--- src/hdl/pmbus_guard_pkg.sv ---
/*
 * Shared constants for the PMBus write guard, configuration save/reload,
 * bus feature report and alert suppression logic.
 * Assumes a PMBus link layer outside that frames transactions into
 * decoded commands and that the user store is a byte-wide NVM port.
 */
package pmbus_guard_pkg;

    // Command codes served or checked by this block.
    localparam logic [7:0] CMD_OPERATION = 8'h01;
    localparam logic [7:0] CMD_ON_OFF_CONFIG = 8'h02;
    localparam logic [7:0] CMD_WRITE_GUARD = 8'h10;
    localparam logic [7:0] CMD_SAVE_CONFIG = 8'h15;
    localparam logic [7:0] CMD_RELOAD_CONFIG = 8'h16;
    localparam logic [7:0] CMD_FEATURE_REPORT = 8'h19;
    localparam logic [7:0] CMD_ALERT_SUPPRESS = 8'h1B;
    localparam logic [7:0] CMD_OUTPUT_VOLTAGE_SETPOINT = 8'h21;

    // Write guard levels.
    localparam logic [7:0] GUARD_OPEN = 8'h00;
    localparam logic [7:0] GUARD_KEEP_SETPOINT = 8'h20;
    localparam logic [7:0] GUARD_KEEP_OPERATION = 8'h40;
    localparam logic [7:0] GUARD_KEEP_SAVE = 8'h80;
    localparam logic [7:0] WRITE_GUARD_RESET = 8'h00;

    // Phase selection meaning all phases.
    localparam logic [7:0] PHASE_ALL = 8'hFF;

    // Status code that selects the output-voltage mask.
    localparam logic [7:0] STATUS_VOUT_CODE = 8'h7A;
    localparam logic [7:0] MASK_RESET = 8'h00;

    // Bus feature report layout.
    localparam int FEAT_PACKET_CHECK_BIT = 7;
    localparam int FEAT_SPEED_LSB = 5;
    localparam logic [1:0] FEAT_SPEED_1MHZ = 2'h2;
    localparam int FEAT_ALERT_BIT = 4;
    localparam int FEAT_FORMAT_BIT = 3;
    localparam int FEAT_ADAPTIVE_VOLTAGE_BUS_BIT = 2;

    // First user-store address used for the block's own items.
    localparam logic [7:0] ITEM_NVM_BASE = 8'h00;

    // Least wait the host keeps after a save before the next command.
    localparam int HOST_SETTLE_MS = 100;

    // Transaction kinds as framed by the link layer.
    typedef enum logic [2:0] {
        KIND_SEND_BYTE = 3'b000,
        KIND_WRITE_BYTE = 3'b001,
        KIND_WRITE_WORD = 3'b010,
        KIND_READ_BYTE = 3'b011,
        KIND_PROCESS_CALL = 3'b100
    } cmd_kind_e;

    // Save and reload sequencer states.
    typedef enum logic [2:0] {
        ST_IDLE = 3'b000,
        ST_SAVE_STEP = 3'b001,
        ST_SAVE_WAIT = 3'b010,
        ST_LOAD_STEP = 3'b011,
        ST_LOAD_WAIT = 3'b100,
        ST_OVERRIDE = 3'b101
    } nvm_state_e;

endpackage : pmbus_guard_pkg

--- src/hdl/pmbus_write_gate.sv ---
/*
 * Write guard decision: whether a write to a command code is allowed at
 * the current guard level, and whether a proposed guard level is valid.
 * Purely combinational; the caller registers the outcome.
 */
`timescale 1ns/10ps
`default_nettype none
module pmbus_write_gate (
    input wire logic [7:0] guard_level,
    input wire logic [7:0] code,
    input wire logic [7:0] proposed_level,
    output logic write_allowed,
    output logic proposed_valid
);

    // The guard itself and the save command stay writable at every level.
    always_comb begin
        write_allowed = 1'b0;
        if (code == pmbus_guard_pkg::CMD_WRITE_GUARD || code == pmbus_guard_pkg::CMD_SAVE_CONFIG) begin
            write_allowed = 1'b1;
        end else begin
            case (guard_level)
                pmbus_guard_pkg::GUARD_OPEN: begin
                    write_allowed = 1'b1;
                end
                pmbus_guard_pkg::GUARD_KEEP_SETPOINT: begin
                    write_allowed = (code == pmbus_guard_pkg::CMD_OPERATION) ||
                                    (code == pmbus_guard_pkg::CMD_ON_OFF_CONFIG) ||
                                    (code == pmbus_guard_pkg::CMD_OUTPUT_VOLTAGE_SETPOINT);
                end
                pmbus_guard_pkg::GUARD_KEEP_OPERATION: begin
                    write_allowed = (code == pmbus_guard_pkg::CMD_OPERATION);
                end
                pmbus_guard_pkg::GUARD_KEEP_SAVE: begin
                    write_allowed = 1'b0;
                end
                default: begin
                    write_allowed = 1'b0;
                end
            endcase
        end
    end

    // Only the four defined codes are accepted as a new level.
    assign proposed_valid = (proposed_level == pmbus_guard_pkg::GUARD_OPEN) ||
                            (proposed_level == pmbus_guard_pkg::GUARD_KEEP_SETPOINT) ||
                            (proposed_level == pmbus_guard_pkg::GUARD_KEEP_OPERATION) ||
                            (proposed_level == pmbus_guard_pkg::GUARD_KEEP_SAVE);

endmodule : pmbus_write_gate
`default_nettype wire

--- src/hdl/alert_suppress_gate.sv ---
/*
 * Alert gating: each status byte is masked by its suppress byte and the
 * survivors are merged into one alert request.
 * Status bits are held outside; masking never touches them.
 */
`timescale 1ns/10ps
`default_nettype none
module alert_suppress_gate #(
    parameter int MASK_COUNT = 6
) (
    input wire logic [8*MASK_COUNT-1:0] status_bits,
    input wire logic [8*MASK_COUNT-1:0] mask_bits,
    output logic alert_request
);

    logic [MASK_COUNT-1:0] entry_alert;

    // A set mask bit hides its status bit from the alert only.
    for (genvar i = 0; i < MASK_COUNT; i++) begin : g_entry
        assign entry_alert[i] = |(status_bits[8*i +: 8] & ~mask_bits[8*i +: 8]);
    end

    assign alert_request = |entry_alert;

endmodule : alert_suppress_gate
`default_nettype wire

--- src/hdl/pmbus_write_guard_nvm_config.sv ---
/*
 * Command handling for write guard, configuration save and reload, the
 * bus feature report and alert suppression masks.
 * Assumes a link layer that hands over one decoded transaction at a time
 * and stretches the bus while cmd_ready is low, an NVM port that answers
 * each request with a one-cycle ack, and an outside store that takes the
 * forwarded writes of all other commands.
 */
`timescale 1ns/10ps
`default_nettype none
module pmbus_write_guard_nvm_config #(
    parameter int MASK_COUNT = 6,
    parameter logic [8*MASK_COUNT-1:0] MASK_CODES = 48'h7F7E7D7C7B7A,
    parameter logic [8*MASK_COUNT-1:0] MASK_WRITABLE = 48'hFFFFFFFFB0FC,
    parameter logic [MASK_COUNT:0] ITEM_STORED = '1
) (
    input wire logic clk,
    input wire logic rstn,
    input wire logic cmd_valid,
    output logic cmd_ready,
    input wire logic [7:0] cmd_code,
    input wire logic [2:0] cmd_kind,
    input wire logic [15:0] cmd_data,
    input wire logic [7:0] phase_sel,
    output logic rsp_valid,
    output logic [7:0] rsp_data,
    output logic rsp_invalid,
    output logic rsp_refused,
    output logic rsp_unclaimed,
    output logic cfg_wr_en,
    output logic [7:0] cfg_code,
    output logic [15:0] cfg_data,
    input wire logic [8*MASK_COUNT-1:0] status_bits,
    output logic alert_output,
    output logic nvm_req,
    output logic nvm_we,
    output logic [7:0] nvm_addr,
    output logic [7:0] nvm_wdata,
    input wire logic [7:0] nvm_rdata,
    input wire logic nvm_ack,
    input wire logic [MASK_COUNT:0] pin_strap_override_set,
    input wire logic [8*(MASK_COUNT+1)-1:0] pin_detect_value,
    output logic regulation_stop,
    output logic nvm_busy
);

    // Item 0 is the guard level, items 1..MASK_COUNT are the masks.
    localparam int ITEMS = MASK_COUNT + 1;
    localparam int IDX_W = $clog2(ITEMS);
    localparam logic [IDX_W-1:0] LAST_IDX = IDX_W'(ITEMS - 1);

    // The item index must fit the byte-wide NVM address space.
    if (MASK_COUNT < 1 || MASK_COUNT > 254) begin : g_mask_count_check
        $error("MASK_COUNT must lie between 1 and 254");
    end

    logic [7:0] op_mem [ITEMS];
    pmbus_guard_pkg::nvm_state_e state;
    pmbus_guard_pkg::nvm_state_e next_state;
    logic [IDX_W-1:0] item_idx;
    logic [IDX_W-1:0] next_item_idx;
    logic take;
    logic is_write;
    logic write_allowed;
    logic proposed_valid;
    logic [MASK_COUNT-1:0] code_match;
    logic mask_hit;
    logic [IDX_W-1:0] mask_item;
    logic [7:0] mask_keep;
    logic [7:0] feature_report;
    logic [8*MASK_COUNT-1:0] mask_flat;
    logic next_store_guard;
    logic next_store_mask;
    logic next_start_save;
    logic next_start_load;
    logic next_forward;
    logic next_invalid;
    logic next_refused;
    logic next_unclaimed;
    logic [7:0] next_rsp_data;

    // Commands are only taken while the sequencer is idle; the link layer
    // stretches or drops the rest, which keeps NVM traffic uninterrupted.
    assign cmd_ready = (state == pmbus_guard_pkg::ST_IDLE);
    assign take = cmd_valid && cmd_ready;
    assign is_write = (cmd_kind != pmbus_guard_pkg::KIND_READ_BYTE) &&
                      (cmd_kind != pmbus_guard_pkg::KIND_PROCESS_CALL);

    pmbus_write_gate u_write_gate (
        .guard_level(op_mem[0]),
        .code(cmd_code),
        .proposed_level(cmd_data[7:0]),
        .write_allowed(write_allowed),
        .proposed_valid(proposed_valid)
    );

    // Compare the status code byte against every mask entry.
    for (genvar i = 0; i < MASK_COUNT; i++) begin : g_match
        assign code_match[i] = (cmd_data[7:0] == MASK_CODES[8*i +: 8]);
        assign mask_flat[8*i +: 8] = op_mem[i + 1];
    end

    // First matching entry wins; duplicate codes in MASK_CODES are pointless.
    always_comb begin
        mask_hit = 1'b0;
        mask_item = '0;
        mask_keep = 8'h00;
        for (int i = MASK_COUNT - 1; i >= 0; i--) begin
            if (code_match[i]) begin
                mask_hit = 1'b1;
                mask_item = IDX_W'(i + 1);
                mask_keep = MASK_WRITABLE[8*i +: 8];
            end
        end
    end

    // The feature report is fixed; it is built bit by bit from its layout.
    always_comb begin
        feature_report = 8'h00;
        feature_report[pmbus_guard_pkg::FEAT_PACKET_CHECK_BIT] = 1'b1;
        feature_report[pmbus_guard_pkg::FEAT_SPEED_LSB +: 2] = pmbus_guard_pkg::FEAT_SPEED_1MHZ;
        feature_report[pmbus_guard_pkg::FEAT_ALERT_BIT] = 1'b1;
        feature_report[pmbus_guard_pkg::FEAT_FORMAT_BIT] = 1'b0;
        feature_report[pmbus_guard_pkg::FEAT_ADAPTIVE_VOLTAGE_BUS_BIT] = 1'b0;
    end

    // Command decode. Reads never consult the guard level.
    always_comb begin
        next_store_guard = 1'b0;
        next_store_mask = 1'b0;
        next_start_save = 1'b0;
        next_start_load = 1'b0;
        next_forward = 1'b0;
        next_invalid = 1'b0;
        next_refused = 1'b0;
        next_unclaimed = 1'b0;
        next_rsp_data = 8'h00;
        case (cmd_code)
            pmbus_guard_pkg::CMD_WRITE_GUARD: begin
                if (!is_write) begin
                    next_rsp_data = op_mem[0];
                end else if (cmd_kind == pmbus_guard_pkg::KIND_WRITE_BYTE && proposed_valid) begin
                    next_store_guard = 1'b1;
                end else begin
                    next_invalid = 1'b1;
                end
            end
            pmbus_guard_pkg::CMD_SAVE_CONFIG: begin
                if (cmd_kind == pmbus_guard_pkg::KIND_SEND_BYTE) begin
                    next_start_save = 1'b1;
                end else begin
                    next_invalid = 1'b1;
                end
            end
            pmbus_guard_pkg::CMD_RELOAD_CONFIG: begin
                if (cmd_kind != pmbus_guard_pkg::KIND_SEND_BYTE) begin
                    next_invalid = 1'b1;
                end else if (write_allowed) begin
                    next_start_load = 1'b1;
                end else begin
                    next_refused = 1'b1;
                end
            end
            pmbus_guard_pkg::CMD_FEATURE_REPORT: begin
                if (cmd_kind == pmbus_guard_pkg::KIND_READ_BYTE) begin
                    next_rsp_data = feature_report;
                end else begin
                    next_invalid = 1'b1;
                end
            end
            pmbus_guard_pkg::CMD_ALERT_SUPPRESS: begin
                if (cmd_kind == pmbus_guard_pkg::KIND_WRITE_WORD) begin
                    if (!write_allowed) begin
                        next_refused = 1'b1;
                    end else if (phase_sel != pmbus_guard_pkg::PHASE_ALL || !mask_hit) begin
                        next_invalid = 1'b1;
                    end else begin
                        next_store_mask = 1'b1;
                    end
                end else if (cmd_kind == pmbus_guard_pkg::KIND_PROCESS_CALL) begin
                    if (phase_sel != pmbus_guard_pkg::PHASE_ALL || !mask_hit) begin
                        next_invalid = 1'b1;
                    end else begin
                        next_rsp_data = op_mem[mask_item];
                    end
                end else begin
                    next_invalid = 1'b1;
                end
            end
            default: begin
                if (!is_write) begin
                    next_unclaimed = 1'b1;
                end else if (write_allowed) begin
                    next_forward = 1'b1;
                end else begin
                    next_refused = 1'b1;
                end
            end
        endcase
    end

    // Answer and forwarded write, one cycle after the command is taken.
    always_ff @(posedge clk or negedge rstn) begin
        if (!rstn) begin
            rsp_valid <= 1'b0;
            rsp_data <= 8'h00;
            rsp_invalid <= 1'b0;
            rsp_refused <= 1'b0;
            rsp_unclaimed <= 1'b0;
            cfg_wr_en <= 1'b0;
            cfg_code <= 8'h00;
            cfg_data <= 16'h0000;
        end else begin
            rsp_valid <= take;
            rsp_invalid <= take && next_invalid;
            rsp_refused <= take && next_refused;
            rsp_unclaimed <= take && next_unclaimed;
            cfg_wr_en <= take && next_forward;
            if (take) begin
                rsp_data <= next_rsp_data;
                cfg_code <= cmd_code;
                cfg_data <= cmd_data;
            end
        end
    end

    // Sequencer transitions. Items without a user-store location are
    // stepped over without an NVM request in either direction.
    always_comb begin
        next_state = state;
        next_item_idx = item_idx;
        case (state)
            pmbus_guard_pkg::ST_IDLE: begin
                next_item_idx = '0;
                if (take && next_start_save) begin
                    next_state = pmbus_guard_pkg::ST_SAVE_STEP;
                end else if (take && next_start_load) begin
                    next_state = pmbus_guard_pkg::ST_LOAD_STEP;
                end
            end
            pmbus_guard_pkg::ST_SAVE_STEP: begin
                if (ITEM_STORED[item_idx]) begin
                    next_state = pmbus_guard_pkg::ST_SAVE_WAIT;
                end else if (item_idx == LAST_IDX) begin
                    next_state = pmbus_guard_pkg::ST_IDLE;
                end else begin
                    next_item_idx = item_idx + 1'b1;
                end
            end
            pmbus_guard_pkg::ST_SAVE_WAIT: begin
                if (nvm_ack) begin
                    if (item_idx == LAST_IDX) begin
                        next_state = pmbus_guard_pkg::ST_IDLE;
                    end else begin
                        next_state = pmbus_guard_pkg::ST_SAVE_STEP;
                        next_item_idx = item_idx + 1'b1;
                    end
                end
            end
            pmbus_guard_pkg::ST_LOAD_STEP: begin
                if (ITEM_STORED[item_idx]) begin
                    next_state = pmbus_guard_pkg::ST_LOAD_WAIT;
                end else if (item_idx == LAST_IDX) begin
                    next_state = pmbus_guard_pkg::ST_OVERRIDE;
                end else begin
                    next_item_idx = item_idx + 1'b1;
                end
            end
            pmbus_guard_pkg::ST_LOAD_WAIT: begin
                if (nvm_ack) begin
                    if (item_idx == LAST_IDX) begin
                        next_state = pmbus_guard_pkg::ST_OVERRIDE;
                    end else begin
                        next_state = pmbus_guard_pkg::ST_LOAD_STEP;
                        next_item_idx = item_idx + 1'b1;
                    end
                end
            end
            pmbus_guard_pkg::ST_OVERRIDE: begin
                next_state = pmbus_guard_pkg::ST_IDLE;
            end
            default: begin
                next_state = pmbus_guard_pkg::ST_IDLE;
                next_item_idx = '0;
            end
        endcase
    end

    // Power-up starts with a reload so settings come back from NVM.
    always_ff @(posedge clk or negedge rstn) begin
        if (!rstn) begin
            state <= pmbus_guard_pkg::ST_LOAD_STEP;
            item_idx <= '0;
        end else begin
            state <= next_state;
            item_idx <= next_item_idx;
        end
    end

    // Operating items. Command writes happen only in idle, NVM loads and
    // pin overrides only outside it, so the writers never collide.
    always_ff @(posedge clk or negedge rstn) begin
        if (!rstn) begin
            op_mem[0] <= pmbus_guard_pkg::WRITE_GUARD_RESET;
            for (int i = 1; i < ITEMS; i++) begin
                op_mem[i] <= pmbus_guard_pkg::MASK_RESET;
            end
        end else if (take && next_store_guard) begin
            op_mem[0] <= cmd_data[7:0];
        end else if (take && next_store_mask) begin
            op_mem[mask_item] <= cmd_data[15:8] & mask_keep;
        end else if (state == pmbus_guard_pkg::ST_LOAD_WAIT && nvm_ack) begin
            op_mem[item_idx] <= nvm_rdata;
        end else if (state == pmbus_guard_pkg::ST_OVERRIDE) begin
            for (int i = 0; i < ITEMS; i++) begin
                if (pin_strap_override_set[i]) begin
                    op_mem[i] <= pin_detect_value[8*i +: 8];
                end
            end
        end
    end

    // NVM port. The request holds until the ack, address and data come
    // straight from the item index and the item flops.
    assign nvm_req = (state == pmbus_guard_pkg::ST_SAVE_WAIT) || (state == pmbus_guard_pkg::ST_LOAD_WAIT);
    assign nvm_we = (state == pmbus_guard_pkg::ST_SAVE_WAIT);
    assign nvm_addr = pmbus_guard_pkg::ITEM_NVM_BASE + 8'(item_idx);
    assign nvm_wdata = op_mem[item_idx];
    assign nvm_busy = (state != pmbus_guard_pkg::ST_IDLE);

    // Regulation is held off for the whole reload including the override.
    assign regulation_stop = (state == pmbus_guard_pkg::ST_LOAD_STEP) ||
                             (state == pmbus_guard_pkg::ST_LOAD_WAIT) ||
                             (state == pmbus_guard_pkg::ST_OVERRIDE);

    alert_suppress_gate #(
        .MASK_COUNT(MASK_COUNT)
    ) u_alert_gate (
        .status_bits(status_bits),
        .mask_bits(mask_flat),
        .alert_request(alert_output)
    );

endmodule : pmbus_write_guard_nvm_config
`default_nettype wire

--- config.mk ---
export PLATFORM = sky130hd
export DESIGN_NAME = pmbus_write_guard_nvm_config
export DESIGN_NICKNAME = d
export VERILOG_FILES = /design/src/hdl/pmbus_guard_pkg.sv /design/src/hdl/pmbus_write_gate.sv /design/src/hdl/alert_suppress_gate.sv /design/src/hdl/pmbus_write_guard_nvm_config.sv
export SDC_FILE = /design/constraint.sdc
export NUM_CORES = 1
export LEC_CHECK = 0
export BUFFER_PORTS_ARGS = -buffer_cell sky130_fd_sc_hd__buf_2
export CAP_MARGIN = 20
export CORE_UTILIZATION = 50
export DETAILED_ROUTE_END_ITERATION = 10
export PLACE_DENSITY = 0.86
export RECOVER_POWER = 50
export SETUP_SLACK_MARGIN = 0.1
export SYNTH_ARGS = -nofsm -noshare
export SYNTH_HDL_FRONTEND = slang
export SYNTH_HIERARCHICAL = 1
export SYNTH_SLANG_ARGS = --single-unit
--- constraint.sdc ---
create_clock -name clk -period 3.6 [get_ports clk]
set_input_delay 0.18 -clock clk [delete_from_list [all_inputs] [get_ports clk]]
set_output_delay 0.18 -clock clk [all_outputs]
set_load 0.01 [all_outputs]
# [After elaboration in Yosys (flattened, before gate mapping)]
# Memories as Yosys holds them, arrays and structs flattened.
# Index checks and enable logic that the tools add are counted.
[op_classes] addsub=1 n_reduce_logical=54 bitwise=17 eq_ne=39 order_cmp=5 muxes=96
[op_table] cell="2-to-1 mux 8 bit" n=25
[op_table] cell="2-to-1 mux 56 bit" n=3
[op_table] cell="bitwise mux 56 bit" n=2
[op_table] cell="equality test 8 x 7 -> 1 bit (second input constant)" n=8
[op_table] cell="bitwise AND 8 bit" n=7
[op_table] cell="2-to-1 mux 3 bit" n=18
[op_table] cell="binary-select mux 8 bit (select 3 bit)" n=2
[op_table] cell="demux 8 bit (select 3 bit)" n=2
[op_table] cell="inverter 8 bit" n=6
[op_table] cell="OR reduction 48 bit" n=1
[op_table] cell="equality test 8 x 5 -> 1 bit (second input constant)" n=5
[op_table] cell="2-to-1 mux 1 bit" n=38
[op_table] cell="nonzero test 3 bit" n=9
[op_table] cell="equality test 8 x 6 -> 1 bit (second input constant)" n=3
[op_table] cell="case mux 8 bit (3 select lines)" n=1
[op_table] cell="AND reduction 3 bit" n=7
[op_table] cell="logical NOT 8 bit" n=2
[op_table] cell="case mux 3 bit (5 select lines)" n=1
[op_table] cell="logical AND 1 bit" n=14
[op_table] cell="equality test 3 x 2 -> 1 bit (second input constant)" n=4
[op_table] cell="equality test 3 bit (second input constant)" n=4
[op_table] cell="logical OR 1 bit" n=10
[op_table] cell="inequality test 3 bit (second input constant)" n=3
[op_table] cell="case mux 3 bit (3 select lines)" n=1
[op_table] cell="25 further kinds" n=36
[word_totals] wordCells=230 reg_bits=99 memories=1 output_inout_bits=59 mem_bits_ro=8 inputBits=158
[mem_list] memory="(no name shown)" depth=8 word_bits=1 read_ports=1 rd_ports_with_merged_regs=0 wr=0 line="pmbus_write_guard_nvm_config.sv:261" source="if (ITEM_STORED[item_idx]) begin"

# [Longest topological paths before layout]
[logic_depth] ltp_word=16 depth_mapped=11 depth_no_buf=9

# [By module]
# The synthesis kept the hierarchy.
[by_module_without_submodules] module="pmbus_write_guard_nvm_config" n_inst=1 seq_area_each_um2=2479.9 area_per_inst_um2=6643.9 cells_each=753
[by_module_without_submodules] module="alert_suppress_gate" n_inst=1 seq_area_each_um2=0.0 area_per_inst_um2=396.6 cells_each=67
[by_module_without_submodules] module="pmbus_write_gate" n_inst=1 seq_area_each_um2=0.0 area_per_inst_um2=112.6 cells_each=17

# [Worst setup path before layout]
# OpenSTA, ideal clock, no wires.
[synth_path] path_kind="reg-to-reg" from="register op_mem[51] in the netlist's numbering" to="register op_mem (netlist bit mask_flat[0])" path_buffers=1 path_stages_with_launch=11 setup_time_ps=125 arrival_ps=2853 setup_slack_ps=622 required_time_ps=3475 period_less_slack_ps=2978 cell_sequence="dfrtp_1 > nor4_2 > nand2_1 > o41ai_1 > o2bb2ai_1 > and4bb_2 > nand4_4 > nor4_4 > or2_2 > buf_2 > mux2_2"
[synth_between] elab_chain_len=9 elab_cells_between_ends=13 classes_between="2 x eq/ne; 6 x mux; 5 x reduce/logical"
[synth_lines] element="from (decl)" line="pmbus_write_guard_nvm_config.sv:57" source="logic [7:0] op_mem [ITEMS];"
[synth_lines] element="from (signal, indexed assignment)" line="pmbus_write_guard_nvm_config.sv:306" source="op_mem[i] <= pmbus_guard_pkg::MASK_RESET;"
[synth_lines] element="from (signal, indexed assignment)" line="pmbus_write_guard_nvm_config.sv:311" source="op_mem[mask_item] <= cmd_data[15:8] & mask_keep;"
[synth_lines] element="from (signal, indexed assignment)" line="pmbus_write_guard_nvm_config.sv:313" source="op_mem[item_idx] <= nvm_rdata;"
[synth_lines] element="equality test 8 x 7 -> 1 bit (tied with other cells)" line="pmbus_write_gate.sv:22" source="case (guard_level)"
[synth_lines] element="case mux 1 bit (3 select lines) *" line="pmbus_write_gate.sv:22"
[synth_lines] element="2-to-1 mux 1 bit *" line="pmbus_write_gate.sv:19" source="if (code == pmbus_guard_pkg::CMD_WRITE_GUARD || code == pmbus_guard_pkg::CMD_SAVE_CONFIG) begin"
[synth_lines] element="via write_allowed" line="pmbus_write_guard_nvm_config.sv:64" source="logic write_allowed;"
[synth_lines] element="2-to-1 mux 1 bit *" line="pmbus_write_guard_nvm_config.sv:173" source="if (!write_allowed) begin"
[synth_lines] element="2-to-1 mux 1 bit *" line="pmbus_write_guard_nvm_config.sv:172" source="if (cmd_kind == pmbus_guard_pkg::KIND_WRITE_WORD) begin"
[synth_lines] element="2-to-1 mux 1 bit *" line="pmbus_write_guard_nvm_config.sv:138" source="case (cmd_code)"
[synth_lines] element="logical AND 1 bit *" line="pmbus_write_guard_nvm_config.sv:310" source="end else if (take && next_store_mask) begin"
[synth_lines] element="nonzero test 3 bit (no source line)"
[synth_lines] element="AND reduction 3 bit (no source line)"
# The timed path passes the listed nets; every way through them passes the cells marked *.
# A chain may end at the register's enable or synchronous reset.

# [Final worst setup path]
[layout_path] from="register op_mem[51] in the netlist's numbering" to="register op_mem (netlist bit mask_flat[3])"
# Same word-level chain as after synthesis.

==> reports/qor.csv <==
stage;metric;value;unit
timing;rsz0062_at_grt;no;
final_layout;design_area;0.00864;mm²
routing;drt_pass1_iterations;6;
die;initial_core_util;51.3;%
final_layout;area_delta_synth_final;20.9;%
global_routing;grt_max_degree;47;
timing;worstMarginPinSlew;2660;ps
min_path;worst_hold_path.endpoint;cfg_data[12];
yosys;yosysSeqAreaShare;34.7;%
routing;dr.first_iter.drc_count;1202;
yosys;synth_fa_ha_area_share;0.490;%
yosys;synth_compound_area_share;22.5;%
cts;cts_tree;done;
yosys;synth_xor_area_share;0.367;%
critical_path;r2r_slack;320;ps
die;die_y;122;µm
critical_path;cp.required;3840;ps
die;ioPinCount;217;
global_routing;grt_remaining_overflow;0;
final_layout;antenna_cells;0;
global_routing;antenna_found_initial;0;
pwr;p_total;0.00610;W
final_layout;nFillCells;1258;
min_path;hp-class;primary input to register;
cts;clock_sinks;99;
outcome;violations;max-capacitance violations, max-slew violations;
yosys;synth.top_cell.area_share;33.9;%
timing;max_slew_margin;-77.2;%
yosys;synth_edf_count;0;
run;drv_cap;1;
cts;clk_pin_slew;70;ps
global_routing;grt_usage;39.9;%
min_path;hold_start;cmd_data[12];
yosys;synthDistinctLibCells;78;
global_routing;grt_pass1_vias;7591;
die;coreArea;0.0139;mm²
pwr;vdd_drop_max;0.471;mV
critical_path;critPathMostFrequentCell;nand2_1;
die;die_w;122;µm
routing;wire_per_inst;24.1;µm
routing;vias;8305;
yosys;ys.flop_type;dfrtp_1;
outcome;outcome;finished with violations;
critical_path;cp-end-kind;register;
cts;h-tree-depth;3;
timing;hold_viol;0;
placement;dpl_cell_area;0.00840;mm²
cts;numCtsBuffers;9;
routing;finalWirelength;29.3;mm
critical_path;reg2reg_depth;10;
yosys;ys_ff_latch;99;
critical_path;path_cells;nor4_2 > nand2_1 > o41ai_1 > o2bb2ai_1 > and4bb_2 > nand2_1 > or4_4 > buf_4 > a32oi_1 > a31oi_1;
timing;skew;8.41;ps
yosys;post_synth_main_area_contributors;dfrtp_1, nand2_1, nor3_1;
yosys;syn_area;0.00715;mm²
pwr;p_leak;3.80;nW
critical_path;worst_path_largest_cell_delay;690;ps
critical_path;cp_top_family;simple AND/OR/NAND/NOR gates;
timing;fin_setup_tns;0;ps
placement;hpwl;22.0;mm
routing;drc;0;
placement;port_buffers;211;
min_path;holdPathStages;3;
yosys;synth.avg_cell_area;8.55;µm²
critical_path;rr_startpoint;op_mem[51];
placement;place.gp.congestion;1.04;
final_layout;drive_gt1_share;27.5;%
yosys;synthCells;837;
routing;postRouteAntennaNets;0;
die;die_area;0.0148;mm²
yosys;yosys.area_share.simple;29.9;%
critical_path;crit_buf_inv;1;
yosys;synth_mux_area_share;6.17;%
timing;max_freq;305;MHz
critical_path;path_class;register to register;
cts;insertion_delay;370;ps
cts;clockBufferDepth;2;
critical_path;r2r_end;mask_flat[3];
critical_path;cp.arrival;3520;ps
critical_path;cp-start-kind;register;
yosys;ys_warn_count;6;
pwr;p_per_area;705;mW/mm²
global_routing;grt_pass1_wl;43.2;mm
timing;setup_viol;0;
timing;period_share;91.2;%
die;num_rows;43;
final_layout;fin_nets;1193;
yosys;async_flop_share;100;%
yosys;synth.largest_area_cell;dfrtp_1;
cts;post_cts_resized;0;
critical_path;crit_path_max_fanout;38;
cts;cts_root_buf;clkbuf_16;
timing;fin_crit;3280;ps
critical_path;cp_slowest_cell;or4_4;
yosys;synth_top_family_by_area;simple AND/OR/NAND/NOR gates;
routing;via_per_inst;6.82;
timing;finalMaxSlewViolations;47;
==> synthesized netlist by cell type, types with 3 or more instances <==
| master | number |
|---|---|
| mux4_2 | 10 |
| o22ai_1 | 12 |
| nor2_1 | 29 |
| inv_1 | 27 |
| o21ai_0 | 32 |
| and4b_1 | 3 |
| a22oi_1 | 24 |
| o22a_1 | 3 |
| buf_1 | 6 |
| nand2b_1 | 39 |
| or2_2 | 7 |
| o221ai_1 | 3 |
| a21oi_1 | 18 |
| nand3_1 | 56 |
| nand3b_1 | 10 |
| o221a_2 | 7 |
| nor3_1 | 57 |
| nor2b_1 | 4 |
| clkbuf_1 | 34 |
| nor4_1 | 12 |
| nor3b_1 | 4 |
| mux2_2 | 13 |
| or4_1 | 3 |
| nand4_1 | 9 |
| o31ai_1 | 4 |
| nand2_1 | 125 |
| mux2i_1 | 7 |
| xnor2_1 | 3 |
| buf_4 | 6 |
| nor4_2 | 3 |
| a221oi_1 | 4 |
| a31o_2 | 4 |
| buf_2 | 18 |
| nor4b_4 | 4 |
| a31oi_1 | 29 |
| dfrtp_1 | 97 |
| a32o_1 | 15 |
| a211oi_1 | 5 |
| a32oi_1 | 14 |
| a41oi_1 | 15 |
| and3_1 | 4 |
| o2111ai_1 | 11 |
==> report_power, final <==
part           leakage [nW]  internal [W]  switching, W  total [W]
Sequential             1.19       0.00161      0.000800    0.00241
Combinational          2.49       0.00125       0.00149    0.00274
Clock                 0.127      0.000476      0.000472   0.000948
Total                  3.80       0.00333       0.00276    0.00610
==> metal layers <==
layer	GRT usage [%]	up-vias	routed length [µm]
met5	0	-	0
met4	25.4	0	1880
met3	12.2	138	3580
met2	58.6	662	13100
met1	50.9	3930	10800
li1	-	3575	-
==> cell type report <==
| type | instances | area, µm² | area share [%] |
|---|---|---|---|
| Timing Repair Buffer | 247 | 1270 | 14.7 |
| Multi-Input combinational cell | 647 | 4280 | 49.5 |
| Tap cell | 180 | 225 | 2.61 |
| Clock inverter | 6 | 51.3 | 0.593 |
| Sequential cell | 99 | 2480 | 28.7 |
| Inverter | 29 | 109 | 1.26 |
| Clock buffer | 10 | 229 | 2.65 |
==> state kept, by name, summed over array words and instances (netlist names) <==
register and cells:
rsp_data 8, rsp_invalid 1, rsp_valid 1, state 3, rsp_refused 1, mask_flat 48
item_idx 3, cfg_data 16, cfg_code 8, cfg_wr_en 1, rsp_unclaimed 1, op_mem 8
==> worst max-delay path by stage <==
| stage | from | endpoint | slack (ps) | depth (start not counted) |
|---|---|---|---|---|
| final | op_mem[51] | mask_flat[3] | 320 | 10 |
| after global routing | rstn | cfg_data[15] | 140 | 3 |
| after CTS | op_mem[51] | mask_flat[3] | 400 | 10 |
| after detailed placement | op_mem[51] | mask_flat[2] | 410 | 10 |
| after global placement | op_mem[50] | mask_flat[3] | 480 | 10 |
| after floorplan | op_mem[51] | mask_flat[0] | 620 | 10 |
==> kinds of logic after synthesis <==
logic type	after synthesis
flops	99
xor+xnor	3
compound gates	217
other cells	1
simple gates	389
fa+ha+maj	3
buf+inv	95
mux	30
==> timing repair <==
item | CTS | global route
hold buffers | 1 | 0
hold endpoints to repair | 43 | 0
setup buffers | 0 | 0
==> cells in the final DEF (no fill, tap or decap), drive strengths merged, types with 17 or more instances in the layout <==
| cell | n |
|---|---|
| nor3 | 57 |
| o21ai | 32 |
| nor2 | 29 |
| nand2 | 126 |
| nand3 | 56 |
| nand2b | 39 |
| nor4 | 17 |
| inv | 30 |
| a21oi | 18 |
| a22oi | 24 |
| buf | 204 |
| clkbuf | 52 |
| a31oi | 29 |
| dfrtp | 97 |
==> stage by stage <==
stage | std cells | hold slack [ps] | setup slack [ps] | util, %
6_report | 1218 | 57.8 | 317 | 62.0
5_1_grt | 1218 | 77.1 | 135 | 62.0
4_1_cts | 1217 | 57.5 | 397 | 62.4
3_5_place_dp | 1200 | 239 | 414 | 60.3
3_3_place_gp | 1200 | 228 | 481 | 60.3
2_1_floorplan | 841 | -116 | 622 | -
==> worst min-delay path, stage by stage <==
cell and delay [ps]:
buf_2 110, nand2_1 50, nand2_1 50
Note: power is estimated with default switching activity, not from simulation.
